### config.mk
export PLATFORM = sky130hd
export DESIGN_NAME = lsp_ports
export DESIGN_NICKNAME = d
export VERILOG_FILES = /design/src/rtl/lsp_pkg.sv /design/src/rtl/lsp_ports.sv
export SDC_FILE = /design/constraint.sdc
export NUM_CORES = 1
export LEC_CHECK = 0
export ABC_AREA = 1
export BUFFER_PORTS_ARGS = -buffer_cell sky130_fd_sc_hd__clkbuf_2
export CELL_PAD_IN_SITES_DETAIL_PLACEMENT = 1
export CELL_PAD_IN_SITES_GLOBAL_PLACEMENT = 1
export CORE_MARGIN = 1
export CORE_UTILIZATION = 38
export CTS_BUF_LIST = sky130_fd_sc_hd__clkbuf_4
export CTS_CLUSTER_DIAMETER = 100
export DETAILED_ROUTE_END_ITERATION = 8
export PLACE_DENSITY_LB_ADDON = 0.12
export SYNTH_ARGS = -nofsm -noshare
export SYNTH_HDL_FRONTEND = slang
export SYNTH_SLANG_ARGS = --single-unit
### constraint.sdc
create_clock -name sys_clk -period 1.7 [get_ports sys_clk]
set_input_delay 0.085 -clock sys_clk [delete_from_list [all_inputs] [get_ports sys_clk]]
set_output_delay 0.085 -clock sys_clk [all_outputs]
set_load 0.03 [all_outputs]
### src/rtl/lsp_pkg.sv
// shared constants, register map and carrier types of the lcd shared io ports
package lsp_pkg;

  // ==========================================================================
  // register map, byte addresses on the apb bus
  localparam logic [7:0] OFF_PORT_C_DATA_LATCH = 8'h00;
  localparam logic [7:0] OFF_PORT_C_DIRECTION = 8'h04;
  localparam logic [7:0] OFF_PORT_E_DATA_LATCH = 8'h08;
  localparam logic [7:0] OFF_PORT_E_DIRECTION = 8'h0c;
  localparam logic [7:0] OFF_LCD_ENABLE_REG_ONE = 8'h10;
  localparam logic [7:0] OFF_LCD_ENABLE_REG_THREE = 8'h14;
  localparam logic [7:0] OFF_LCD_ENABLE_REG_FOUR = 8'h18;
  localparam logic [7:0] OFF_LCD_ENABLE_REG_FIVE = 8'h1c;
  localparam logic [7:0] OFF_LCD_ENABLE_REG_SIX = 8'h20;
  localparam logic [7:0] OFF_STANDBY_CONTROL_REG = 8'h24;
  localparam logic [7:0] OFF_PORT_C_RMW_VIEW = 8'h28;
  localparam logic [7:0] OFF_PORT_E_RMW_VIEW = 8'h2c;

  // ==========================================================================
  // field positions and widths
  localparam int PORT_INPUT_CTRL_POS = 0;
  localparam int STANDBY_PIN_FLOAT_POS = 0;
  localparam int SEG_C_LOW_W = 6;
  localparam int SEG_C_HIGH_W = 2;
  localparam int SEG_E_LOW_W = 2;
  localparam int SEG_E_HIGH_W = 6;
  localparam int PORT_W = 8;
  localparam int PIN_COUNT = 16;
  localparam int PIN_TIMER1_OUT_B = 13;
  localparam int PIN_TIMER1_OUT_A = 14;
  localparam int PIN_TIMER1_EXT_CLOCK = 15;

  // ==========================================================================
  // reset values
  localparam logic [7:0] RST_DATA_LATCH = 8'h00;
  localparam logic [7:0] RST_DIRECTION = 8'h00;
  localparam logic [7:0] RST_LCD_SELECT = 8'h00;
  localparam logic RST_PORT_INPUT_CTRL = 1'b1;
  localparam logic RST_STANDBY_PIN_FLOAT = 1'b0;

  // ==========================================================================
  // carriers
  typedef struct packed {
    logic psel;
    logic penable;
    logic pwrite;
    logic [7:0] paddr;
    logic [31:0] pwdata;
  } lsp_apb_req_type;

  typedef struct packed {
    logic [7:0] e;
    logic [7:0] c;
  } lsp_pins_type;

endpackage : lsp_pkg

### src/rtl/lsp_ports.sv
// two lcd shared general purpose io ports with apb register access
//
// Our own choices: register access over APB and the register addresses.
`timescale 1ns/1ps
// Functional notes
// - direction bit one makes pin an output
// - output pin driven from its data latch bit
// - data write stored, appears on output pins
// - output pin reads back latch, not pin
// - direction bit zero makes pin an input
// - write to input pin only updates latch
// - input reads pin level; rmw read latch
// - zero means low, one means high
// - bits seven..zero map onto pins seven..zero
// - port e selects from two enable fields
// - peripheral output enable overrides port drive
// - peripheral driven pin reads pin level
// - peripheral input pins read pin level
// - timer one outputs pins five, six; clock seven
// - reset clears all direction bits
// - float bit in standby forces high impedance
// - floated pin input held low internally
// - float bit zero keeps pin state
module lsp_ports (
  input wire logic sys_clk,
  input wire logic rst_n,
  input wire lsp_pkg::lsp_apb_req_type apb_req,
  output logic [31:0] prdata,
  output logic pready,
  output logic pslverr,
  input wire lsp_pkg::lsp_pins_type pin_in,
  output lsp_pkg::lsp_pins_type pin_out,
  output lsp_pkg::lsp_pins_type pin_oe,
  input wire lsp_pkg::lsp_pins_type lcd_seg_value,
  input wire logic standby_active,
  input wire logic timer1_out_a,
  input wire logic timer1_out_a_en,
  input wire logic timer1_out_b,
  input wire logic timer1_out_b_en,
  output logic timer1_ext_clock
);
  import lsp_pkg::*;

  // ==========================================================================
  // address decode
  function automatic logic addr_is(input logic [7:0] addr, input logic [7:0] off);
    return addr == off;
  endfunction : addr_is

  logic [7:0] port_c_data_latch_r;
  logic [7:0] port_c_direction_r;
  logic [7:0] port_e_data_latch_r;
  logic [7:0] port_e_direction_r;
  logic port_input_ctrl_r;
  logic [SEG_C_LOW_W-1:0] lcd_enable_reg_three_r;
  logic [SEG_C_HIGH_W-1:0] lcd_enable_reg_four_r;
  logic [SEG_E_LOW_W-1:0] lcd_enable_reg_five_r;
  logic [SEG_E_HIGH_W-1:0] lcd_enable_reg_six_r;
  logic standby_pin_float_r;
  logic [31:0] prdata_r;
  logic pready_r;
  logic pslverr_r;
  logic [PIN_COUNT-1:0] pin_out_r;
  logic [PIN_COUNT-1:0] pin_oe_r;
  logic timer1_ext_clock_r;

  wire [7:0] paddr = apb_req.paddr;
  wire setup_phase = apb_req.psel & ~apb_req.penable;
  wire access_done = apb_req.psel & apb_req.penable & pready_r;
  wire wr_en = access_done & apb_req.pwrite;
  wire [7:0] wdata8 = apb_req.pwdata[7:0];

  wire hit_c_data = addr_is(paddr, OFF_PORT_C_DATA_LATCH);
  wire hit_c_dir = addr_is(paddr, OFF_PORT_C_DIRECTION);
  wire hit_e_data = addr_is(paddr, OFF_PORT_E_DATA_LATCH);
  wire hit_e_dir = addr_is(paddr, OFF_PORT_E_DIRECTION);
  wire hit_one = addr_is(paddr, OFF_LCD_ENABLE_REG_ONE);
  wire hit_three = addr_is(paddr, OFF_LCD_ENABLE_REG_THREE);
  wire hit_four = addr_is(paddr, OFF_LCD_ENABLE_REG_FOUR);
  wire hit_five = addr_is(paddr, OFF_LCD_ENABLE_REG_FIVE);
  wire hit_six = addr_is(paddr, OFF_LCD_ENABLE_REG_SIX);
  wire hit_stby = addr_is(paddr, OFF_STANDBY_CONTROL_REG);
  wire hit_c_rmw = addr_is(paddr, OFF_PORT_C_RMW_VIEW);
  wire hit_e_rmw = addr_is(paddr, OFF_PORT_E_RMW_VIEW);
  wire hit_any = hit_c_data | hit_c_dir | hit_e_data | hit_e_dir | hit_one | hit_three | hit_four |
                 hit_five | hit_six | hit_stby | hit_c_rmw | hit_e_rmw;

  // ==========================================================================
  // per pin configuration vectors, port c in bits 7..0, port e in bits 15..8
  wire float_on = standby_pin_float_r & standby_active;
  wire [PIN_COUNT-1:0] latch_v = {port_e_data_latch_r, port_c_data_latch_r};
  wire [PIN_COUNT-1:0] dir_v = {port_e_direction_r, port_c_direction_r};
  wire [PIN_COUNT-1:0] lcd_sel_v = {lcd_enable_reg_six_r, lcd_enable_reg_five_r,
                                    lcd_enable_reg_four_r, lcd_enable_reg_three_r};
  wire [PIN_COUNT-1:0] seg_v = {lcd_seg_value.e, lcd_seg_value.c};
  wire [PIN_COUNT-1:0] pin_in_v = {pin_in.e, pin_in.c};
  wire [PIN_COUNT-1:0] periph_en_v;
  wire [PIN_COUNT-1:0] periph_val_v;
  wire [PIN_COUNT-1:0] oe_nxt;
  wire [PIN_COUNT-1:0] out_nxt;
  wire [PIN_COUNT-1:0] in_gated;
  wire [PIN_COUNT-1:0] rd_plain;

  // only pins e5 and e6 carry a peripheral output
  assign periph_en_v = PIN_COUNT'(timer1_out_b_en) << PIN_TIMER1_OUT_B |
                       PIN_COUNT'(timer1_out_a_en) << PIN_TIMER1_OUT_A;
  assign periph_val_v = PIN_COUNT'(timer1_out_b) << PIN_TIMER1_OUT_B |
                        PIN_COUNT'(timer1_out_a) << PIN_TIMER1_OUT_A;

  // ==========================================================================
  // pin slices
  genvar gi;
  generate
    for (gi = 0; gi < PIN_COUNT; gi++) begin : g_slice
      // float beats segment drive beats peripheral drive beats port drive
      assign oe_nxt[gi] = ~float_on & (lcd_sel_v[gi] | periph_en_v[gi] | dir_v[gi]);
      assign out_nxt[gi] = float_on ? 1'b0 :
                           lcd_sel_v[gi] ? seg_v[gi] :
                           periph_en_v[gi] ? periph_val_v[gi] : latch_v[gi];
      // input path clamped low so a floating pin cannot leak
      assign in_gated[gi] = pin_in_v[gi] & ~float_on & port_input_ctrl_r;
      // a port-driven output reads its latch, anything else the pin
      assign rd_plain[gi] = (dir_v[gi] & ~lcd_sel_v[gi] & ~periph_en_v[gi]) ? latch_v[gi]
                                                                            : in_gated[gi];
    end
  endgenerate

  // ==========================================================================
  // read mux
  wire [7:0] stby_rd = 8'(standby_pin_float_r) << STANDBY_PIN_FLOAT_POS;
  wire [7:0] ctrl_rd = 8'(port_input_ctrl_r) << PORT_INPUT_CTRL_POS;
  wire [7:0] rd_sel =
    hit_c_data ? rd_plain[7:0] :
    hit_e_data ? rd_plain[15:8] :
    hit_c_rmw ? port_c_data_latch_r :
    hit_e_rmw ? port_e_data_latch_r :
    hit_c_dir ? port_c_direction_r :
    hit_e_dir ? port_e_direction_r :
    hit_one ? ctrl_rd :
    hit_three ? 8'(lcd_enable_reg_three_r) :
    hit_four ? 8'(lcd_enable_reg_four_r) :
    hit_five ? 8'(lcd_enable_reg_five_r) :
    hit_six ? 8'(lcd_enable_reg_six_r) :
    hit_stby ? stby_rd : 8'h00;

  // ==========================================================================
  // apb slave: read data captured in the setup cycle, one access cycle
  always_ff @(posedge sys_clk or negedge rst_n) begin
    if (!rst_n) begin
      pready_r <= 1'b0;
      pslverr_r <= 1'b0;
      prdata_r <= 32'h0000_0000;
    end else begin
      pready_r <= setup_phase;
      pslverr_r <= setup_phase & ~hit_any;
      if (setup_phase) begin
        prdata_r <= {24'h00_0000, rd_sel};
      end
    end
  end

  // ==========================================================================
  // port registers; the rmw views write the same latches
  always_ff @(posedge sys_clk or negedge rst_n) begin
    if (!rst_n) begin
      port_c_data_latch_r <= RST_DATA_LATCH;
      port_e_data_latch_r <= RST_DATA_LATCH;
      port_c_direction_r <= RST_DIRECTION;
      port_e_direction_r <= RST_DIRECTION;
    end else begin
      if (wr_en & (hit_c_data | hit_c_rmw)) begin
        port_c_data_latch_r <= wdata8;
      end
      if (wr_en & (hit_e_data | hit_e_rmw)) begin
        port_e_data_latch_r <= wdata8;
      end
      if (wr_en & hit_c_dir) begin
        port_c_direction_r <= wdata8;
      end
      if (wr_en & hit_e_dir) begin
        port_e_direction_r <= wdata8;
      end
    end
  end

  // ==========================================================================
  // lcd function selects and standby control
  always_ff @(posedge sys_clk or negedge rst_n) begin
    if (!rst_n) begin
      port_input_ctrl_r <= RST_PORT_INPUT_CTRL;
      lcd_enable_reg_three_r <= SEG_C_LOW_W'(RST_LCD_SELECT);
      lcd_enable_reg_four_r <= SEG_C_HIGH_W'(RST_LCD_SELECT);
      lcd_enable_reg_five_r <= SEG_E_LOW_W'(RST_LCD_SELECT);
      lcd_enable_reg_six_r <= SEG_E_HIGH_W'(RST_LCD_SELECT);
      standby_pin_float_r <= RST_STANDBY_PIN_FLOAT;
    end else begin
      if (wr_en & hit_one) begin
        port_input_ctrl_r <= wdata8[PORT_INPUT_CTRL_POS];
      end
      if (wr_en & hit_three) begin
        lcd_enable_reg_three_r <= wdata8[SEG_C_LOW_W-1:0];
      end
      if (wr_en & hit_four) begin
        lcd_enable_reg_four_r <= wdata8[SEG_C_HIGH_W-1:0];
      end
      if (wr_en & hit_five) begin
        lcd_enable_reg_five_r <= wdata8[SEG_E_LOW_W-1:0];
      end
      if (wr_en & hit_six) begin
        lcd_enable_reg_six_r <= wdata8[SEG_E_HIGH_W-1:0];
      end
      if (wr_en & hit_stby) begin
        standby_pin_float_r <= wdata8[STANDBY_PIN_FLOAT_POS];
      end
    end
  end

  // ==========================================================================
  // registered pin drivers; one cycle from a register change to the pad
  always_ff @(posedge sys_clk or negedge rst_n) begin
    if (!rst_n) begin
      pin_out_r <= '0;
      pin_oe_r <= '0;
      timer1_ext_clock_r <= 1'b0;
    end else begin
      pin_out_r <= out_nxt;
      pin_oe_r <= oe_nxt;
      timer1_ext_clock_r <= in_gated[PIN_TIMER1_EXT_CLOCK];
    end
  end

  assign prdata = prdata_r;
  assign pready = pready_r;
  assign pslverr = pslverr_r;
  assign pin_out = pin_out_r;
  assign pin_oe = pin_oe_r;
  assign timer1_ext_clock = timer1_ext_clock_r;
endmodule : lsp_ports

---- Word-level counts from Yosys, hierarchy flattened ----
Index checks and enable logic that the tools add are counted.
storage, ports and cells
  memory bits (writable) .................. 0
  latch bits .............................. 0
  bits in registers ....................... 93
  memories kept ........................... 0
  memory bits (read-only) ................. 0
  logic and storage cells ................. 282
operators by class
  add/sub/neg operators ................... 0
  divide/modulo/power cells ............... 0
  equal/unequal tests ..................... 11
  shifts and indexed selects .............. 0
  reductions and logical operators ........ 1
  mux-type cells .......................... 76
  $mul .................................... 0
  bitwise operators ....................... 178
  $lt $le $gt $ge ......................... 0
operators by type and width
  operator                                                                number
  1-bit bitwise AND                                                       96
  1-bit 2-to-1 mux                                                        65
  8-bit 2-to-1 mux                                                        6
  1-bit OR                                                                44
  1-bit inverter                                                          34
  8-bit by 5-bit equality test with 1-bit output (second input constant)  4
  8-bit by 6-bit equality test with 1-bit output (second input constant)  4
  6-bit 2-to-1 mux                                                        5
  14-bit by 15-bit OR with 15-bit output                                  2
  8-bit by 4-bit equality test with 1-bit output (second input constant)  2
  8-bit by 3-bit equality test with 1-bit output (second input constant)  1
  8-bit logical NOT                                                       1
  1-bit inverter (first input constant)                                   1
  1-bit OR (second input constant)                                        1

---- Logic depth before layout (Yosys ltp) ----
Gate-level depths: netlist of the first run.
  depth in word-level cells ............... 14
  depth in mapped cells ................... 15

---- Least setup slack after synthesis of the first run ----
Ideal clock, no wire load.
  kind .................................... reg-to-reg
  from .................................... reg pready_r, in the netlist pready
  to ...................................... reg port_e_direction_r[2]
  path slack .............................. 217 ps
  path buffers ............................ 2
  period minus slack after synthesis ...... 1483 ps
  cell stages (with the launch flop) ...... 8
  arrival ................................. 1355 ps
  path through ............................ dfrtp_1 -> nand2_1 -> nor2_1 -> buf_4 -> nand2_2 -> buf_2 -> nand2_1 -> o21ai_0
on the way
  cells in the longest elaborated chain, start to end .. 3
RTL lines
  element                 RTL line          RTL
  from (decl)             lsp_ports.sv:61   logic pready_r;
  from (signal assigned)  lsp_ports.sv:154  pready_r <= setup_phase;
  1-bit bitwise AND       lsp_ports.sv:69   wire access_done = apb_req.psel & apb_req.penable & pready_r;
  1-bit bitwise AND       lsp_ports.sv:70   wire wr_en = access_done & apb_req.pwrite;
  1-bit bitwise AND       lsp_ports.sv:180  if (wr_en & hit_e_dir) begin
  to (signal assigned)    lsp_ports.sv:181  port_e_direction_r <= wdata8;
  to (decl)               lsp_ports.sv:53   logic [7:0] port_e_direction_r;
Every way passes these cells.
A chain may end at the register's enable or synchronous reset.

---- Final worst setup path of the first run ----
  from .................................... reg standby_pin_float_r
  to ...................................... reg pin_out_r[13], in the netlist pin_out[13]
on the way
  cells in the longest elaborated chain, start to end .. 2
RTL lines
  element                 RTL line          RTL
  from (decl)             lsp_ports.sv:59   logic standby_pin_float_r;
  from (signal assigned)  lsp_ports.sv:213  standby_pin_float_r <= wdata8[STANDBY_PIN_FLOAT_POS];
  1-bit bitwise AND       lsp_ports.sv:90   wire float_on = standby_pin_float_r & standby_active;
  1-bit 2-to-1 mux        lsp_ports.sv:117  assign out_nxt[gi] = float_on ? 1'b0 :
  via out_nxt[13]         lsp_ports.sv:100  wire [PIN_COUNT-1:0] out_nxt;
  to (signal assigned)    lsp_ports.sv:226  pin_out_r <= out_nxt;
  to (decl)               lsp_ports.sv:63   logic [PIN_COUNT-1:0] pin_out_r;
The timed path passes the listed nets, and every way through them passes these cells.

==> results of run 1 <==
-- metal layers --
metal	vias to the layer above	GRT usage, %
met5	-	0
met4	0	8.80
met3	21	4.32
met2	122	44.3
met1	2074	32.7
li1	2087	-
-- kinds of logic after synthesis --
| family | synth area share [%] |
|---|---|
| other | 0.0809 |
| buffers and inverters | 11.4 |
| and+or+nand+nor | 21.7 |
| DFF | 50.2 |
| AOI/OAI and AO/OA | 16.5 |
-- state kept, by name, indices dropped and copies added, names as in the netlist, 2 cells and up --
name                    count
port_e_direction_r          8
lcd_enable_reg_three_r      6
lcd_enable_reg_four_r       2
lcd_enable_reg_five_r       2
port_c_direction_r          8
port_c_data_latch_r         8
pin_oe                     16
pin_out                    16
port_e_data_latch_r         8
prdata                      8
lcd_enable_reg_six_r        6
-- how the worst max path moves through the flow --
stage          depth (start not counted)                                 to                             from  slack (ns)
2_1_floorplan                          7  port_e_direction_r[2]$_DFFE_PN0P_                 pready$_DFF_PN0_        0.22
3_3_place_gp                          10              prdata[0]$_DFFE_PN0P_  standby_pin_float_r$_DFFE_PN0P_        0.15
3_5_place_dp                          10              prdata[0]$_DFFE_PN0P_  standby_pin_float_r$_DFFE_PN0P_        0.11
4_1_cts                                6              pin_out[13]$_DFF_PN0_  standby_pin_float_r$_DFFE_PN0P_        0.05
5_1_grt                               10              prdata[2]$_DFFE_PN0P_  standby_pin_float_r$_DFFE_PN0P_        0.02
6_report                               6              pin_out[13]$_DFF_PN0_  standby_pin_float_r$_DFFE_PN0P_        0.11
-- power groups by stage --
stage                     Combinational, W  Sequential, W  Clock, W
after global placement            0.000378        0.00229         0
after CTS                         0.000442        0.00225   0.00114
after detailed placement          0.000385        0.00229         0
after global routing              0.000480        0.00225   0.00123
final                             0.000437        0.00225   0.00109
after floorplan                   0.000203        0.00233         0
-- worst reg2reg max path, delay by kind of cell, from the launching register on --
family	cells	cell delay, ns
compound gates	1	0.11
buf+inv	4	0.92
flops	1	0.42
simple gates	1	0.09
-- cell type report --
| type | count | area, µm² | share of cell area (%) |
|---|---|---|---|
| timing repair buffer | 148 | 978 | 17.0 |
| inverter | 74 | 282 | 4.91 |
| sequential | 93 | 2330 | 40.6 |
| clock inverter | 5 | 27.5 | 0.480 |
| clock buffer | 11 | 82.6 | 1.44 |
| tap | 143 | 179 | 3.12 |
| multi-input combinational | 395 | 1860 | 32.4 |
-- synthesized netlist by cell type, types with 6 or more instances --
cell type  instances  share of area, %
o21ai_1            8              0.86
nor2_1            42               3.4
o22ai_1           11               1.5
nand2_2            7              0.94
nand3_1           14               1.5
dfrtp_1           92                50
o21ai_0           62               6.7
o21ai_2            6               1.1
inv_1             68               5.5
a21oi_1           43               4.6
buf_4             27               4.4
nand2_1          148                12
-- what timing repair did --
action | in CTS | in global routing
hold endpoints to repair | 143 | 0
setup endpoints to repair | 0 | 3
gates resized for setup | 0 | 1
buffers inserted | 0 | 2
hold buffers | 31 | 0
-- stage by stage --
stage,utilization (%),total power (W),hold slack [ns]
after floorplan,-,0.00253,-0.211
after global placement,45.5,0.00267,0.0735
after detailed placement,45.5,0.00268,0.0761
after CTS,49.1,0.00384,0.0119
after global routing,49.2,0.00396,0.00683
final,49.2,0.00378,0.0207
==> results.ini, run 1 <==
[synthesis]
ys_ff_latch=93
syn_inst=575
ys_seq_area_share_pct=50.2
postSynthAreaPerCell_um2=8.06
synth.distinct_cells=33
yosys_warnings=0
async_flop_share_pct=100
netlist_area_um2=4630
synth_enable_flop_cells=0
synthFlopType=dfrtp_1

[global_route]
grt_usage_pct=25.7
grt_max_degree=34
grt_pass1_wl_um=24200
grt_pass1_vias=4565
grt_overflow_total=0
antenna_found_initial=0

[layout]
final_common_cell=nand2_1
antennaDiodeCount=0
fin_nets=803
synthToLayoutAreaGrowth_pct=23.8
fin_area_um2=5740
nFillCells=1478
drive_gt1_share_pct=23.0
fin_cells=869
layout_common_cells=148 x nand2_1, 99 x clkbuf_2, 92 x dfrtp_1

[setup_path]
path_delay_family=buffers and inverters
max_stage_delay_ns=0.56
path_cells=nand2_1 > buf_4 > buf_4 > o211ai_1 > dlygate4sd3_1 > inv_1
crit_top_cell=buf_4
r2r_start=standby_pin_float_r$_DFFE_PN0P_
critPathSlowestCell=dlygate4sd3_1
ff2ff_setup_slack_ns=0.11
r2r_end=pin_out[13]$_DFF_PN0_
cp-start-kind=flip-flop
rr_worst_depth=6
cp.required_ns=2.13
end_kind=flip-flop
arrival_ns=2.03
critPathKind=reg -> reg
worst-path-buf-inv=4
cp_max_fo=10

[timing]
setup_tns_ns=0
hold_viol_final=0
tightest_slew_ns=0.620
fin_ws_ns=0.106
fmax_mhz=627
final_max_slew_viol_count=0
rsz0062_at_grt=no
setup_viol=0
finalClockSkew_ns=0.0158
fin_crit_ns=1.59
relSlewSlack_pct=58.6
post-route-period-util_pct=93.8

[clock_network]
htree_levels=3
clock_sinks=93
cts_max_path_buffers=2
cts-root-buf=clkbuf_4
cts_buffers=9
clk_latency_ns=0.48
clk_pin_slew_worst_paths_ns=0.14
cts_tree=built

[floorplanning]
row_count=39
dieArea_um2=12600
core-area_um2=11700
die_h_um=112
start_util_pct=39.7
die_w_um=112
io_pins=149

[run]
max-cap-violations=0

[place]
dp_hpwl_um=11100
dp.cells=820
dpl_cell_area_um2=5300
pre_cts_slack_ns=0.105
io_buffer_count=100
place.gp.congestion=0.951

[power]
p_int_w=0.00271
netSwitchingFraction_pct=28.2
irDropWorstVdd_uv=361
clkPwrFrac_pct=28.8
p_seq_share_pct=59.6
comb_power_share_pct=11.6
power.density_nw_per_um2=658
p_sw_w=0.00107
p_leak_nw=2.96

[drt]
route.met3.wl_um=700
top_layer=met4
num_vias=4304
routed_via_density=4.95
drt_pass1_iterations=4
wire_per_inst_um=17.3
drc=0
wl_met2_um=7420
drtIter0Drc=128
drt-met1-wl_um=6630
antenna_left=0
totalWireLength_um=15000

[hold_path]
worstHoldEndpoint=pslverr$_DFF_PN0_
worstHoldStart=apb_req[38]
hold_depth=5
min_path_type=in -> reg

[status]
status=completed

No activity file was read; power rests on OpenSTA's default activity.
==> run 2: changes to the inputs <==
--- a/config.mk
+++ b/config.mk
@@ -5,12 +5,12 @@
 export SDC_FILE = /design/constraint.sdc
 export NUM_CORES = 1
 export LEC_CHECK = 0
-export ABC_AREA = 1
+export ABC_AREA = 0
 export BUFFER_PORTS_ARGS = -buffer_cell sky130_fd_sc_hd__clkbuf_2
 export CELL_PAD_IN_SITES_DETAIL_PLACEMENT = 1
 export CELL_PAD_IN_SITES_GLOBAL_PLACEMENT = 1
 export CORE_MARGIN = 1
-export CORE_UTILIZATION = 38
+export CORE_UTILIZATION = 40
 export CTS_BUF_LIST = sky130_fd_sc_hd__clkbuf_4
 export CTS_CLUSTER_DIAMETER = 100
 export DETAILED_ROUTE_END_ITERATION = 8
==> run 2 against run 1 <==
The flow now finishes with violations (DRC). Sequential power about the same. Synthesized cell count decreased by 19%. Die area decreased by 1.6%. Sequential share of layout area decreased by 4.2 points. Flip-flop and latch count unchanged. Worst setup slack got worse by 0.050 ns.
==> results.ini, run 2 <==
[drt]
routed_via_density=5.24  ; +5.7%
drtIter0Drc=170  ; +33%
antenna_left=0  ; unchanged
drc=10  ; +10
wire_per_inst_um=20.0  ; +16%
drt_pass1_iterations=7  ; +3
totalWireLength_um=16200  ; +8.0%
num_vias=4252  ; -1.2%

[setup_path]
end_kind=flip-flop
cp_max_fo=2  ; -8
arrival_ns=2.06  ; +0.03 ns
rr_worst_depth=7  ; +1
cp.required_ns=2.11  ; -0.02 ns
r2r_end=prdata[1]$_DFFE_PN0P_
r2r_start=port_input_ctrl_r$_DFFE_PN1P_
critPathKind=reg -> reg
cp-start-kind=flip-flop
ff2ff_setup_slack_ns=0.06  ; -0.05 ns

[place]
place.gp.congestion=0.876  ; -7.9%
pre_cts_slack_ns=-0.196  ; -0.301 ns
io_buffer_count=100  ; unchanged
dp_hpwl_um=12100  ; +9.1%

[layout]
antennaDiodeCount=0  ; unchanged
synthToLayoutAreaGrowth_pct=33.4
fin_nets=746  ; -7.1%
final_common_cell=clkbuf_2
layout_common_cells=99 x clkbuf_2, 91 x dfrtp_1, 71 x buf_4
drive_gt1_share_pct=37.8  ; +15 points

[synthesis]
ys_ff_latch=93  ; unchanged
synth.top_cells.by_count=92 x dfrtp_1, 63 x nor2_1, 48 x mux2_2
postSynthAreaPerCell_um2=10.4  ; +29%
synth_enable_flop_cells=0  ; unchanged
synth_top_cell_by_area=dfrtp_1
yosys.cell_count.top_type=dfrtp_1
synth.top_cell.area_share_pct=48.0  ; -1.7 points
synthFlopType=dfrtp_1
synth.distinct_cells=54  ; +64%
yosys_warnings=0  ; unchanged
ys_seq_area_share_pct=48.5  ; -1.7 points
syn_inst=463  ; -19%
netlist_area_um2=4800  ; +3.6%
async_flop_share_pct=100  ; unchanged
synth_area_leaders=dfrtp_1 48%, mux2_2 11%, nor2_1 4.9%

[clock_network]
cts_buffers=9  ; unchanged
cts_max_path_buffers=2  ; unchanged
cts-root-buf=clkbuf_4
clk_pin_slew_worst_paths_ns=0.14  ; about the same
clk_latency_ns=0.49  ; about the same
clock_sinks=93  ; unchanged
htree_levels=3  ; unchanged
cts_tree=built

[floorplanning]
io_pins=149  ; unchanged
die_w_um=112  ; -0.80%
die_h_um=112  ; -0.80%
start_util_pct=41.5  ; +1.8 points
row_count=39  ; unchanged
core-area_um2=11600  ; -0.84%
dieArea_um2=12400  ; -1.6%

[timing]
setup_tns_ns=0  ; unchanged
final_max_slew_viol_count=0  ; unchanged
tightest_slew_ns=0.489  ; -0.131 ns
post-route-period-util_pct=96.7  ; +3.0 points
fmax_mhz=608  ; -3.1%
hold_viol_final=0  ; unchanged
relSlewSlack_pct=66.9  ; +8.3 points
fin_hold_ws_ns=0.0366  ; +0.0159 ns
rsz0062_at_grt=no
setup_viol=0  ; unchanged
fin_ws_ns=0.0558  ; -0.0503 ns
fin_crit_ns=1.64  ; +0.0503 ns
finalClockSkew_ns=0.0105  ; -0.00535 ns

[status]
violations=DRC
status=finished, violations left

[hold_path]
worstHoldStart=apb_req[1]
worstHoldEndpoint=port_e_data_latch_r[1]$_DFFE_PN0P_
hold_depth=2  ; -3
min_path_type=in -> reg

[global_route]
grt_pass1_vias=4530  ; -0.77%
grt_pass1_wl_um=25600  ; +5.6%
antenna_found_initial=0  ; unchanged
grt_max_degree=94  ; +180%
grt_usage_pct=27.4  ; +1.8 points
grt_overflow_total=0  ; unchanged

[power]
power.density_nw_per_um2=620  ; -5.8%
irDropWorstVdd_uv=379  ; +4.9%
p_leak_nw=3.17  ; +7.0%

[run]
max-cap-violations=0  ; unchanged

==> run 2: where the power goes <==
group	total (W)	switching [W]	internal, W
clock	0.00107	0.000766	0.000300
sequential	0.00228	0.0000253	0.00225
combinational	0.000625	0.000383	0.000242
total	0.00397	0.00117	0.00279
==> run 2: worst max-delay path by stage <==
| stage | startpoint | to | slack [ns] | cells past startpoint |
|---|---|---|---|---|
| after global routing | port_e_data_latch_r[4]$_DFFE_PN0P_ | prdata[4]$_DFFE_PN0P_ | 0.0003 | 5 |
| final | port_input_ctrl_r$_DFFE_PN1P_ | prdata[1]$_DFFE_PN0P_ | 0.06 | 7 |
| after detailed placement | apb_req[39] | prdata[4]$_DFFE_PN0P_ | -0.20 | 7 |
| after floorplan | apb_req[39] | prdata[3]$_DFFE_PN0P_ | 0.02 | 6 |
| after CTS | port_input_ctrl_r$_DFFE_PN1P_ | prdata[5]$_DFFE_PN0P_ | 0.04 | 6 |
| after global placement | port_input_ctrl_r$_DFFE_PN1P_ | prdata[1]$_DFFE_PN0P_ | -0.18 | 7 |
==> run 2: logic make-up after synthesis <==
family,share of synthesized area (%)
AND/OR/NAND/NOR,19.9
multiplexers,15.9
AO/OA/AOI/OAI,9.75
buffers and inverters,5.81
other,0.0781
flip-flops,48.5
==> run 2: layout make-up <==
cell class	count	area, µm²
Clock inverter	6	30.0
Fill cell	1322	5160
Inverter	5	18.8
Tap cell	143	179
Sequential cell	93	2330
Clock buffer	10	75.1
Timing Repair Buffer	210	1470
Multi-Input combinational cell	345	2300
==> run 2: per-layer routing <==
layer | vias to the layer above | GRT usage, % | wire (µm)
met5 | - | 0 | 0
met4 | 0 | 9.55 | 253
met3 | 20 | 3.43 | 606
met2 | 107 | 47.4 | 8120
met1 | 2128 | 35.6 | 7270
li1 | 1997 | - | -
==> run 2: through the flow <==
stage	cells	total power, W	cell area [µm²]	util [%]
2_1_floorplan	486	0.00262	4900	-
3_3_place_gp	761	0.00287	5930	51.3
3_5_place_dp	761	0.00288	5930	51.3
4_1_cts	812	0.00402	6400	55.4
5_1_grt	812	0.00413	6400	55.4
6_report	812	0.00397	6400	55.4
==> run 2: critical path, stage by stage, from the launching register on <==
cell	delay, ns
dfstp_2	0.55
a21boi_2	0.18
buf_4	0.16
a31oi_2	0.12
o21ai_2	0.19
a211oi_1	0.09
buf_4	0.14
nor3_1	0.16
==> run 2: repair_timing <==
action                                  in CTS  in global routing
setup buffers                                0                  0
hold buffers                                35                  0
endpoints found under the setup margin       4                  3
hold endpoints to repair                   149                  0
gates resized for setup                      4                  1
==> run 3: changes to the inputs <==
--- a/config.mk
+++ b/config.mk
@@ -9,12 +9,14 @@
 export BUFFER_PORTS_ARGS = -buffer_cell sky130_fd_sc_hd__clkbuf_2
 export CELL_PAD_IN_SITES_DETAIL_PLACEMENT = 1
 export CELL_PAD_IN_SITES_GLOBAL_PLACEMENT = 1
+export CORE_ASPECT_RATIO = 0.7
 export CORE_MARGIN = 1
 export CORE_UTILIZATION = 40
 export CTS_BUF_LIST = sky130_fd_sc_hd__clkbuf_4
 export CTS_CLUSTER_DIAMETER = 100
 export DETAILED_ROUTE_END_ITERATION = 8
 export PLACE_DENSITY_LB_ADDON = 0.12
+export SLEW_MARGIN = 0
 export SYNTH_ARGS = -nofsm -noshare
 export SYNTH_HDL_FRONTEND = slang
 export SYNTH_SLANG_ARGS = --single-unit
==> run 3 against run 2 <==
The flow now finishes without violations. Core utilization down 0.24 points. Final cell count up 1.8%. Wire length down 1.3%. Maximum frequency up 1.0%. First-iteration DRC count up 25%. Cell area up 0.61%. Highest routed layer unchanged.
==> results.ini, run 3 (synthesis results as in run 2) <==
[status]
status=completed

[setup_path]
rr_worst_depth=5  ; -2
critPathKind=reg -> reg
r2r_end=prdata[4]$_DFFE_PN0P_
r2r_start=port_e_data_latch_r[4]$_DFFE_PN0P_
cp-start-kind=flip-flop
ff2ff_setup_slack_ns=0.07  ; +0.02 ns
cp_max_fo=4  ; +2
arrival_ns=2.00  ; -0.06 ns
end_kind=flip-flop
cp.required_ns=2.07  ; -0.04 ns

[floorplanning]
start_util_pct=41.1  ; -0.43 points
io_pins=149  ; unchanged
row_count=33  ; -15%
die_h_um=93.7  ; -16%
core-area_um2=11700  ; +1.0%
die_w_um=133  ; +19%
dieArea_um2=12400  ; about the same

[timing]
relSlewSlack_pct=58.1  ; -8.9 points
finalClockSkew_ns=0.0152  ; +0.00469 ns
tightest_slew_ns=0.629  ; +0.140 ns
fin_hold_ws_ns=0.0329  ; -0.00362 ns
setup_tns_ns=0  ; unchanged
post-route-period-util_pct=95.7  ; -1.0 points
setup_viol=0  ; unchanged
fmax_mhz=615  ; +1.0%
fin_crit_ns=1.63  ; -0.0171 ns
hold_viol_final=0  ; unchanged
final_max_slew_viol_count=0  ; unchanged

[clock_network]
clk_pin_slew_worst_paths_ns=0.14  ; about the same
cts_tree=built
cts_max_path_buffers=2  ; unchanged
htree_levels=3  ; unchanged
cts_buffers=9  ; unchanged
clk_latency_ns=0.45  ; -0.04 ns
clock_sinks=93  ; unchanged
cts-root-buf=clkbuf_4

[global_route]
grt_usage_pct=26.9  ; -0.53 points
grt_overflow_total=0  ; unchanged
grt_pass1_vias=4396  ; -3.0%
grt_pass1_wl_um=24900  ; -2.8%
antenna_found_initial=0  ; unchanged
grt_max_degree=52  ; -45%

[place]
dp.cells=779  ; +2.4%
place.gp.congestion=0.877  ; +0.18%
dp_hpwl_um=12200  ; +0.51%
io_buffer_count=100  ; unchanged

[layout]
fin_nets=747  ; +0.13%
drive_gt1_share_pct=38.7  ; +0.84 points
final_common_cell=clkbuf_2
fin_cells=827  ; +1.8%
antennaDiodeCount=0  ; unchanged
synthToLayoutAreaGrowth_pct=34.3
layout_common_cells=99 x clkbuf_2, 91 x dfrtp_1, 78 x buf_4

[drt]
wire_per_inst_um=19.4  ; -3.0%
routed_via_density=5.28  ; +0.89%
antenna_left=0  ; unchanged
drt_pass1_iterations=5  ; -2
totalWireLength_um=16000  ; -1.3%
drc=0  ; -10
num_vias=4369  ; +2.8%
drtIter0Drc=212  ; +25%

[hold_path]
hold_depth=2  ; unchanged
min_path_type=in -> reg
worstHoldStart=apb_req[1]
worstHoldEndpoint=lcd_enable_reg_six_r[1]$_DFFE_PN0P_

[power]
power.density_nw_per_um2=659  ; +6.3%
p_leak_nw=3.20  ; +0.82%
irDropWorstVdd_uv=352  ; -7.1%

[run]
max-cap-violations=0  ; unchanged

==> run 3: stage by stage <==
step	total power [W]	cell area [µm²]	utilization [%]	worst slack, ns
2_1_floorplan	0.00262	4900	-	0.0199
3_3_place_gp	0.00287	5950	51.0	-0.134
3_5_place_dp	0.00288	5950	51.0	-0.186
4_1_cts	0.00428	6410	54.9	0.0213
5_1_grt	0.00441	6440	55.1	-0.0111
6_report	0.00424	6440	55.1	0.0728
==> run 3: worst max-delay path by stage <==
stage | cells past startpoint | from | slack, ns | to
finish | 5 | port_e_data_latch_r[4]$_DFFE_PN0P_ | 0.07 | prdata[4]$_DFFE_PN0P_
global route | 5 | port_e_data_latch_r[4]$_DFFE_PN0P_ | -0.01 | prdata[4]$_DFFE_PN0P_
CTS | 6 | port_input_ctrl_r$_DFFE_PN1P_ | 0.02 | prdata[1]$_DFFE_PN0P_
detailed placement | 7 | apb_req[33] | -0.19 | prdata[4]$_DFFE_PN0P_
global placement | 9 | apb_req[39] | -0.13 | prdata[0]$_DFFE_PN0P_
floorplan | 6 | apb_req[39] | 0.02 | prdata[3]$_DFFE_PN0P_
==> run 3: worst max-delay path: stages, from the launching register on <==
cell and delay (ns):
dfrtp_1 0.43, nand2b_1 0.16, o2111ai_1 0.11, and3_1 0.17
or4_1 0.52, a31oi_1 0.16
==> run 3: power breakdown <==
part,internal (W),total (W),switching [W]
Sequential,0.00225,0.00228,0.0000271
Combinational,0.000239,0.000623,0.000384
Clock,0.000600,0.00134,0.000742
Total,0.00309,0.00424,0.00115
==> run 3: what timing repair did <==
item | CTS | global route
buffers inserted | 0 | 2
endpoints found under the setup margin | 1 | 5
hold buffers | 30 | 0
resized for setup | 2 | 4
endpoints found under the hold margin | 145 | 0
pin swaps | 0 | 1
==> run 3: cell type report <==
cell class / count / area [µm²]
repair buffers: 211 / 1440
multi-input cells: 345 / 2300
clock buffers: 10 / 75.1
clock inverters: 6 / 77.6
well taps: 157 / 196
fillers: 1362 / 5240
flip-flops and latches: 93 / 2330
inverters: 5 / 18.8
==> run 3: per-layer routing <==
| layer | global-route usage, % | vias to the layer above | share of wire (%) |
|---|---|---|---|
| li1 | - | 2005 | - |
| met1 | 39.3 | 2222 | 48 |
| met2 | 41.2 | 131 | 46 |
| met3 | 4.42 | 11 | 4.6 |
| met4 | 7.18 | 0 | 1.1 |
| met5 | 0 | - | 0 |
